**config.mk**
```make
export PLATFORM = sky130hd
export DESIGN_NAME = bus_loaded_dual_pwm_core
export DESIGN_NICKNAME = d
export VERILOG_FILES = /design/src/inc/pwm_pkg.sv /design/src/rtl/bus_loaded_dual_pwm_core.sv
export VERILOG_INCLUDE_DIRS = /design/src /design/src/inc
export SDC_FILE = /design/constraint.sdc
export NUM_CORES = 1
export LEC_CHECK = 0
export BUFFER_PORTS_ARGS = -buffer_cell sky130_fd_sc_hd__clkbuf_2
export CORE_UTILIZATION = 40
export DETAILED_ROUTE_END_ITERATION = 6
export PLACE_DENSITY = 0.66
export SLEW_MARGIN = 20
export SYNTH_ARGS = -nofsm -noshare
export SYNTH_HDL_FRONTEND = slang
export SYNTH_SLANG_ARGS = --single-unit
```
**constraint.sdc**
```tcl
create_clock -name clk_i -period 3.4 [get_ports clk_i]
set_clock_uncertainty 0.2 [all_clocks]
set_input_delay 0.51 -clock clk_i [delete_from_list [all_inputs] [get_ports clk_i]]
set_output_delay 0.51 -clock clk_i [all_outputs]
set_load 0.05 [all_outputs]
```
**src/inc/pwm_map.svh**
```systemverilog
`ifndef PWM_MAP_SVH
`define PWM_MAP_SVH

// ----------------------------------------
// control latch layout
// ----------------------------------------
`define CTRL_DT_LSB 0
`define CTRL_DT_MSB 2
`define CTRL_RSVD_BIT 3
`define CTRL_LOCK_BIT 4
`define CTRL_DIV_BIT 5
`define CTRL_RES_BIT 6
`define CTRL_RUN_BIT 7

// ----------------------------------------
// reset values
// ----------------------------------------
`define CTRL_RESET 8'h47
`define PW_RESET 8'h00

// ----------------------------------------
// latch select codes
// ----------------------------------------
`define SEL_PULSE_WIDTH 1'b0
`define SEL_CONTROL 1'b1

// ----------------------------------------
// timing counts
// ----------------------------------------
`define PERIOD_8BIT 256
`define PERIOD_7BIT 128
`define TOP_8BIT 8'hff
`define TOP_7BIT 8'h7f
`define DT_CLKS_PER_CODE 2
`define CODE_FULL_8BIT 8'hff
`define CODE_FULL_7BIT 7'h7f
`define CODE_NONE_8BIT 8'h01

`endif

```
**src/inc/pwm_pkg.sv**
```systemverilog
`default_nettype none
package pwm_pkg;

    // control latch as stored
    typedef struct packed {
        logic run;
        logic res8;
        logic div2;
        logic lock;
        logic rsvd;
        logic [2:0] deadtime_code;
    } ctrl_t;

    // parallel write bus pins
    typedef struct packed {
        logic dev_sel_n;
        logic latch_sel;
        logic wr_n;
        logic [7:0] data;
    } bus_wr_t;

    // the two bridge drive outputs
    typedef struct packed {
        logic phase_a_output;
        logic phase_b_output;
    } phase_out_t;

endpackage
`default_nettype wire

```
**src/rtl/bus_loaded_dual_pwm_core.sv**
```systemverilog
// Operation
// - reset selects 8-bit resolution.
// - period is 256 pwm clocks in 8-bit mode, 128 in 7-bit mode.
// - pwm clock is one external clock, or two when halving bit is one.
// - pulse width code sets phase a high time, phase b low time.
// - each output's high time shortened by one dead-time, both low then.
// - run bit zero forces both outputs low at once and holds them low.
// - run bit stays writable while freeze bit is set.
// - shutdown pin acts like run bit; resume only at period start with both one.
// - resolution bit picks 7 or 8 significant code bits for the compare.
// - duty is code over 128 (7-bit) or over 256 (8-bit).
// - 8-bit codes 0,1 give 0%, ff gives 100%; 7-bit 7f or top bit give 100%.
// - code writes any time; while disabled outputs stay low and unchanged.
// - on re-enable the latest written code drives the waveform.
// - select low plus strobe loads data into width or control latch.
// - dead-time is twice the 3-bit code in external clocks, halving ignored.
// - freeze bit locks control bits 0 to 6; only reset clears it.
// - control layout: dead-time 0-2, freeze 4, halve 5, resolution 6, run 7.
`timescale 1ns/1ps
`default_nettype none
`include "pwm_map.svh"

module bus_loaded_dual_pwm_core
    import pwm_pkg::*;
#(
    parameter int CNT_W = 8,
    parameter int DT_W = 4
) (
    input wire logic clk_i,
    input wire logic rst_n_i,
    input wire bus_wr_t bus_i,
    input wire logic shutdown_pin_n_i,
    output var phase_out_t phase_o
);

    // ----------------------------------------
    // bus decode
    // ----------------------------------------
    wire logic wr_hit;
    wire logic pw_wr;
    wire logic ctrl_wr;

    assign wr_hit = !bus_i.dev_sel_n && !bus_i.wr_n;
    assign pw_wr = wr_hit && (bus_i.latch_sel == `SEL_PULSE_WIDTH);
    assign ctrl_wr = wr_hit && (bus_i.latch_sel == `SEL_CONTROL);

    // ----------------------------------------
    // latches
    // ----------------------------------------
    logic [7:0] pulse_width_latch_q;
    logic [7:0] pulse_width_latch_d;
    ctrl_t ctrl_q;
    ctrl_t ctrl_d;
    wire ctrl_t ctrl_wdata;

    // reserved bit is never stored, it always holds zero
    assign ctrl_wdata = ctrl_t'(bus_i.data & ~(8'h01 << `CTRL_RSVD_BIT));

    // width latch is writable at any moment, enabled or not
    assign pulse_width_latch_d = pw_wr ? bus_i.data : pulse_width_latch_q;

    always_comb begin
        ctrl_d = ctrl_q;
        if (ctrl_wr) begin
            ctrl_d.run = ctrl_wdata.run;
            if (!ctrl_q.lock) begin
                ctrl_d = ctrl_wdata;
            end
        end
    end

    // reset is the only way to clear the freeze bit
    always_ff @(posedge clk_i or negedge rst_n_i) begin
        if (!rst_n_i) begin
            pulse_width_latch_q <= `PW_RESET;
            ctrl_q <= ctrl_t'(`CTRL_RESET);
        end else begin
            pulse_width_latch_q <= pulse_width_latch_d;
            ctrl_q <= ctrl_d;
        end
    end

    // ----------------------------------------
    // pwm clock and period counter
    // ----------------------------------------
    logic half_q;
    logic [CNT_W-1:0] cnt_q;
    logic [CNT_W-1:0] cnt_d;
    wire logic pwm_tick;
    wire logic [CNT_W-1:0] cnt_top;
    wire logic at_top;
    wire logic period_start;

    // halving only slows the counter, the dead-time counter keeps full rate
    assign pwm_tick = !ctrl_q.div2 || half_q;
    assign cnt_top = ctrl_q.res8 ? CNT_W'(`TOP_8BIT) : CNT_W'(`TOP_7BIT);
    assign at_top = (cnt_q >= cnt_top);
    assign period_start = pwm_tick && at_top;
    assign cnt_d = !pwm_tick ? cnt_q :
                   at_top ? '0 :
                   cnt_q + CNT_W'(1);

    always_ff @(posedge clk_i or negedge rst_n_i) begin
        if (!rst_n_i) begin
            half_q <= 1'b0;
            cnt_q <= '0;
        end else begin
            half_q <= !half_q;
            cnt_q <= cnt_d;
        end
    end

    // ----------------------------------------
    // comparator
    // ----------------------------------------
    // compare uses the live latch, so a new code acts mid-period
    // extremes are forced flat, so no edge and no dead-time at 0% or 100%
    function automatic logic phase_a_level(input logic [7:0] code,
                                           input logic [CNT_W-1:0] cnt,
                                           input logic res8);
        logic lvl;
        lvl = 1'b0;
        if (res8) begin
            if (code == `CODE_FULL_8BIT) begin
                lvl = 1'b1;
            end else if (code <= `CODE_NONE_8BIT) begin
                lvl = 1'b0;
            end else begin
                lvl = (cnt < CNT_W'(code));
            end
        end else begin
            if (code[7] || (code[6:0] == `CODE_FULL_7BIT)) begin
                lvl = 1'b1;
            end else begin
                lvl = (cnt < CNT_W'(code[6:0]));
            end
        end
        return lvl;
    endfunction

    wire logic raw_a;
    logic raw_a_q;

    assign raw_a = phase_a_level(pulse_width_latch_q, cnt_q, ctrl_q.res8);

    // ----------------------------------------
    // dead-time
    // ----------------------------------------
    // reloaded on every comparator edge; an on-time no longer than the
    // dead-time therefore never turns its output on
    logic [DT_W-1:0] dt_q;
    logic [DT_W-1:0] dt_d;
    wire logic raw_edge;
    wire logic [DT_W-1:0] dt_load;

    assign raw_edge = (raw_a != raw_a_q);
    assign dt_load = DT_W'(ctrl_q.deadtime_code) * DT_W'(`DT_CLKS_PER_CODE);
    assign dt_d = raw_edge ? dt_load :
                  (dt_q != '0) ? dt_q - DT_W'(1) :
                  dt_q;

    always_ff @(posedge clk_i or negedge rst_n_i) begin
        if (!rst_n_i) begin
            raw_a_q <= 1'b0;
            dt_q <= '0;
        end else begin
            raw_a_q <= raw_a;
            dt_q <= dt_d;
        end
    end

    // ----------------------------------------
    // output enable
    // ----------------------------------------
    wire logic off_req;
    logic en_q;
    logic en_d;
    logic start_q;

    // either source drops the enable without waiting for the period
    assign off_req = !ctrl_q.run || !shutdown_pin_n_i;
    // comparator is one flop behind the counter, so the enable waits a clock
    // too; otherwise a stale level of the old period leaks out first
    assign en_d = off_req ? 1'b0 :
                  start_q ? 1'b1 :
                  en_q;

    always_ff @(posedge clk_i or negedge rst_n_i) begin
        if (!rst_n_i) begin
            en_q <= 1'b0;
            start_q <= 1'b0;
        end else begin
            en_q <= en_d;
            start_q <= period_start;
        end
    end

    // ----------------------------------------
    // output stage
    // ----------------------------------------
    wire logic live;
    wire logic dt_idle;
    phase_out_t phase_d;

    // one flop per pin, so a disable shows at the pins one clock later
    assign live = en_q && !off_req;
    assign dt_idle = (dt_q == '0);
    assign phase_d.phase_a_output = live && raw_a_q && dt_idle;
    assign phase_d.phase_b_output = live && !raw_a_q && dt_idle;

    always_ff @(posedge clk_i or negedge rst_n_i) begin
        if (!rst_n_i) begin
            phase_o <= '0;
        end else begin
            phase_o <= phase_d;
        end
    end

endmodule

`default_nettype wire

```
* Word level (Yosys, flattened, before mapping)
Cells that the tools add are included.
** Word-level totals
- Logic and storage cells :: 61
- Output and inout port bits :: 2
- Flip-flop bits (word level) :: 33
- Input bits :: 14
** Cells by class
- Equality and inequality tests :: 3
- $lt $le $gt $ge :: 4
- Add/subtract/negate cells :: 2
- Reduce and logical (&&, ||, !) cells :: 25
- Bitwise gates (word level) :: 2
- Mux-type cells :: 11
** Operators with widths (count)
- 8-bit two-way mux :: 2
- 1-bit logical AND :: 9
- 8-bit by 1-bit adder with 8-bit output (second input constant) :: 1
- 8-bit equality test (second input constant) :: 1
- 8-bit greater-or-equal comparator :: 1
- 8-bit by 1-bit less-or-equal comparator with 1-bit output (second input constant) :: 1
- 1-bit zero test :: 8
- 8-bit by 7-bit less-than comparator with 1-bit output :: 1
- 8-bit less-than comparator :: 1
- 4-bit two-way mux :: 2
- 7-bit equality test (second input constant) :: 1
- 1-bit two-way mux :: 6
- 5-bit two-way mux :: 1
- 4-bit zero test :: 1
- 2-bit nonzero test :: 2
- 4-bit nonzero test :: 1
- 4-bit by 1-bit subtractor with 4-bit output (second input constant) :: 1
- 1-bit logical OR :: 3
- 1-bit inverter :: 2
- 2-bit AND reduction :: 1
- 1-bit inequality test :: 1

* Longest topological paths before layout
- Word-level depth :: 6
- Depth in mapped cells :: 8
- Gate-level depth less buffers :: 8

* Least setup slack after synthesis
Ideal clock, no wire load.
- Path type :: reg-to-reg
- Start :: register cnt_q[5]
- End :: register dt_q[1]
- Library setup time :: 0.128 ns
- Period minus slack after synthesis :: 2.304 ns
- Buffers on the path :: 0
- Stages on the path, launching flop included :: 8
- Setup slack :: 1.096 ns
- Required time :: 3.072 ns
- Arrival time :: 1.976 ns
- Cells stage by stage :: dfrtp_1 ha_1 a21o_1 a211oi_2 o31ai_2 and3_1 a211oi_2 mux2_1
** On the way
- Cells in the longest elaborated chain, start to end :: 6
- Elaborated cells on any way between the ends :: 9
- Classes of those cells :: 2 x order compare; 1 x eq/ne; 5 x mux; 1 x reduce/logical
** Ends and longest elaborated chain
- start, declared :: RTL line bus_loaded_dual_pwm_core.sv:87 : logic [CNT_W-1:0] cnt_q;
- start signal, assigned :: RTL line bus_loaded_dual_pwm_core.sv:109 : cnt_q <= cnt_d;
- 8-bit less-than comparator :: RTL line bus_loaded_dual_pwm_core.sv:129 : lvl = (cnt < CNT_W'(code));
- 1-bit two-way mux :: RTL line bus_loaded_dual_pwm_core.sv:126 : end else if (code <= `CODE_NONE_8BIT) begin
- 1-bit two-way mux :: RTL line bus_loaded_dual_pwm_core.sv:124 : if (code == `CODE_FULL_8BIT) begin
- 1-bit two-way mux * :: RTL line bus_loaded_dual_pwm_core.sv:123 : if (res8) begin
- 1-bit inequality test * :: RTL line bus_loaded_dual_pwm_core.sv:156 : assign raw_edge = (raw_a != raw_a_q);
- 4-bit two-way mux or 2-bit nonzero test (tied branches)
- end signal, assigned :: RTL line bus_loaded_dual_pwm_core.sv:168 : dt_q <= dt_d;
- end, declared :: RTL line bus_loaded_dual_pwm_core.sv:151 : logic [DT_W-1:0] dt_q;
Mark *: on every way between the ends. The rest lies on a longest branch, timed or not.
A chain may end at the register's enable or synchronous reset.

* Worst setup path after layout
Same ends and word-level chain as after synthesis.

==> metrics.txt <==
result of the run finished, final reports clean; largest net degree at the start of global routing 34; number of maximum-capacitance violations 0; global-route wire length before repair 5490 microns; placer congestion estimate 0.807; starting density of the core 0.417; drt drc 0; Mapped Nets 186; number of antenna violations at the first check in global routing 0; average instance area after synthesis 10.4 sq um; first-pass detailed-route iteration total 4; post-CTS setup buffer count 0; height of the die 66.8 microns; number of distinct library cell variants in the gate-level netlist after synthesis 37; count of boundary I/O pins 16; number of buffers inserted by port buffering 15; clk sink count 33; leading register cell type out of synthesis sky130_fd_sc_hd__dfrtp_1; actual slew at the worst max-slew pin 0.828 ns; HP Class in2async; startpoint kind of the worst setup timing path flop; async set or reset register ratio after synthesis 1.00; static leakage 0.905 nW; cell types occupying the most area after synthesis sky130_fd_sc_hd__dfrtp_1, sky130_fd_sc_hd__ha_1, sky130_fd_sc_hd__dfstp_2; post-cts sizing count 0; global-route met1 utilization 0.202; maximum clock frequency 407 MHz; startpoint-to-endpoint class of the critical path reg2reg; share of the clock period used by the worst path after layout 0.723; total power 1.37 mW; proportion of layout cells with a drive suffix above 1 0.224; layout-stage area growth over the synthesis result 12.9%; DRT Wirelength 3240 microns; CTS tree done; via count normalized by instance count 5.36; most common cell in the synthesized netlist sky130_fd_sc_hd__dfrtp_1; grt met2 use 0.284; Synth top cells by count sky130_fd_sc_hd__dfrtp_1, sky130_fd_sc_hd__o21ai_0, sky130_fd_sc_hd__inv_1, sky130_fd_sc_hd__nand2_1; kind of end point of the critical path flop; die boundary width 66.8 microns; GRT Total Usage 0.173; wire length per cell after detailed routing 13.9 microns; most congested layer reported by global routing met2; share of synthesized area occupied by flip-flops and latches 0.494; grt ovf 0; flops & latches, synth 33; post-synthesis cell area 1680 sq um; Cells after Synth 162; min Tclk post-route 2.46 ns; largest area contributor in the netlist sky130_fd_sc_hd__dfrtp_1; count of antenna-violating nets left after detailed routing 0; buffer type at the clock tree root sky130_fd_sc_hd__clkbuf_8; via count 1,250; placeable core area 4030 sq um; Required @ worst endpoint 3.36 ns; die outline area 4460 sq um; fraction of post-synthesis cell area in the top cell type by area 0.432; Arr. time, crit path 2.42 ns; Final nets 206; # H-tree levels 2; area of combinational cells with multiple inputs 782 sq um; antenna fix cells 0; setup total negative slack 0 ns; count of final max-slew check failures 0; total setup violations reported at the end of the flow 0; GR Util met3 0.0565; number of fill cells in the layout 391; DPL Wire Length 2490 microns; Pwr per Cell Area 724 nW/um^2; Final Hold Violating Endpoints 0; critical path fanouts, max 4; worst vdd ir 0.301 mV; CTS Hold Buffers Added 0; maximum buffer depth of the clock tree 2; via count of the first global-routing pass 1,210; setup repair after global routing missed its margin false; Iter 0 DRT Violations 44; number of flops mapped to enable cells by yosys 0; Std-Cell Rows 23; relative slew slack 0.448; Yosys warning count 0; clock input transition at the sequential cells of the worst setup and hold paths 0.06 ns; source-to-sink clock delay at the later pin of the worst-skew pair 0.28 ns; sequential cell area 831 sq um; number of buffers added by the clock tree synthesis step 5
-- routing by layer --
metal	vias to the layer above	wire (microns)
li1	612	-
met1	616	1430
met2	17	1610
met3	5	124
met4	0	70
met5	-	0
-- placed cells by master, fill, tap and decap left out, types with 4 or more instances in the layout --
cell type and count:
sky130_fd_sc_hd__ha_1 10, sky130_fd_sc_hd__nor3_1 4, sky130_fd_sc_hd__nor2_1 10, sky130_fd_sc_hd__clkbuf_8 5, sky130_fd_sc_hd__o21ai_0 18, sky130_fd_sc_hd__nand2_1 15, sky130_fd_sc_hd__dfrtp_1 29, sky130_fd_sc_hd__clkbuf_2 15
sky130_fd_sc_hd__mux2_2 6, sky130_fd_sc_hd__dfstp_2 4, sky130_fd_sc_hd__a21oi_1 4, sky130_fd_sc_hd__nand3_1 5, sky130_fd_sc_hd__inv_1 15
-- power by group --
group | internal (mW) | switching (mW)
sequential | 0.514 | 0.0926
clock | 0.142 | 0.139
combinational | 0.241 | 0.245
-- critical path, stage by stage (launching register included) --
cell	delay, ns
sky130_fd_sc_hd__dfrtp_1	0.42
sky130_fd_sc_hd__ha_1	0.32
sky130_fd_sc_hd__a21o_1	0.19
sky130_fd_sc_hd__a211oi_2	0.23
sky130_fd_sc_hd__o31ai_2	0.11
sky130_fd_sc_hd__and3_1	0.18
sky130_fd_sc_hd__a211oi_2	0.33
sky130_fd_sc_hd__mux2_1	0.36
-- worst paths after layout --
kind	from	endpoint	slack, ns	cells past startpoint
worst max-delay path	cnt_q[5]	dt_q[1]	0.94	7
worst min-delay path	rst_n_i	ctrl_q[4]	0.11	1
worst max register to register	cnt_q[5]	dt_q[1]	0.94	7
worst min register to register	half_q	half_q	0.22	1
max in group asynchronous	rst_n_i	cnt_q[3]	2.37	1
min in group clk_i	half_q	half_q	0.22	1
-- through the flow --
step / util / setup slack [ns] / cell area [sq um] / instances / hold slack, ns
3_5_place_dp: 0.450 / 0.920 / 1810 / 225 / 0.215
3_3_place_gp: 0.450 / 1.01 / 1810 / 225 / 0.208
6_report: 0.471 / 0.941 / 1900 / 233 / 0.114
2_1_floorplan: - / 1.10 / 1680 / 162 / 0.0144
5_1_grt: 0.471 / 0.819 / 1900 / 233 / 0.171
4_1_cts: 0.471 / 0.906 / 1900 / 233 / 0.140
-- cell type report --
| cell class | instances | share of cell area |
|---|---|---|
| inverters | 15 | 0.0297 |
| clock buffers | 6 | 0.0383 |
| flip-flops and latches | 33 | 0.438 |
| well taps | 50 | 0.0330 |
| multi-input cells | 111 | 0.412 |
| clock inverters | 2 | 0.00528 |
| repair buffers | 16 | 0.0435 |
-- logic make-up after synthesis --
kind of cell               Yosys count  synth area share
AOI/OAI and AO/OA                   39             0.165
DFF                                 33             0.494
buffers and inverters               18            0.0402
and+or+nand+nor                     50             0.150
muxes                                9            0.0603
xor gates and xnor gates             3            0.0156
adders and majority gates           10            0.0745
-- sequential cells by signal, summed over array words and instances (netlist names), 2 cells and up --
| signal | count |
|---|---|
| cnt_q | 8 |
| pulse_width_latch_q | 8 |
| ctrl_q | 7 |
| dt_q | 4 |
| phase_o | 2 |
(Power assumes the default switching activity.)
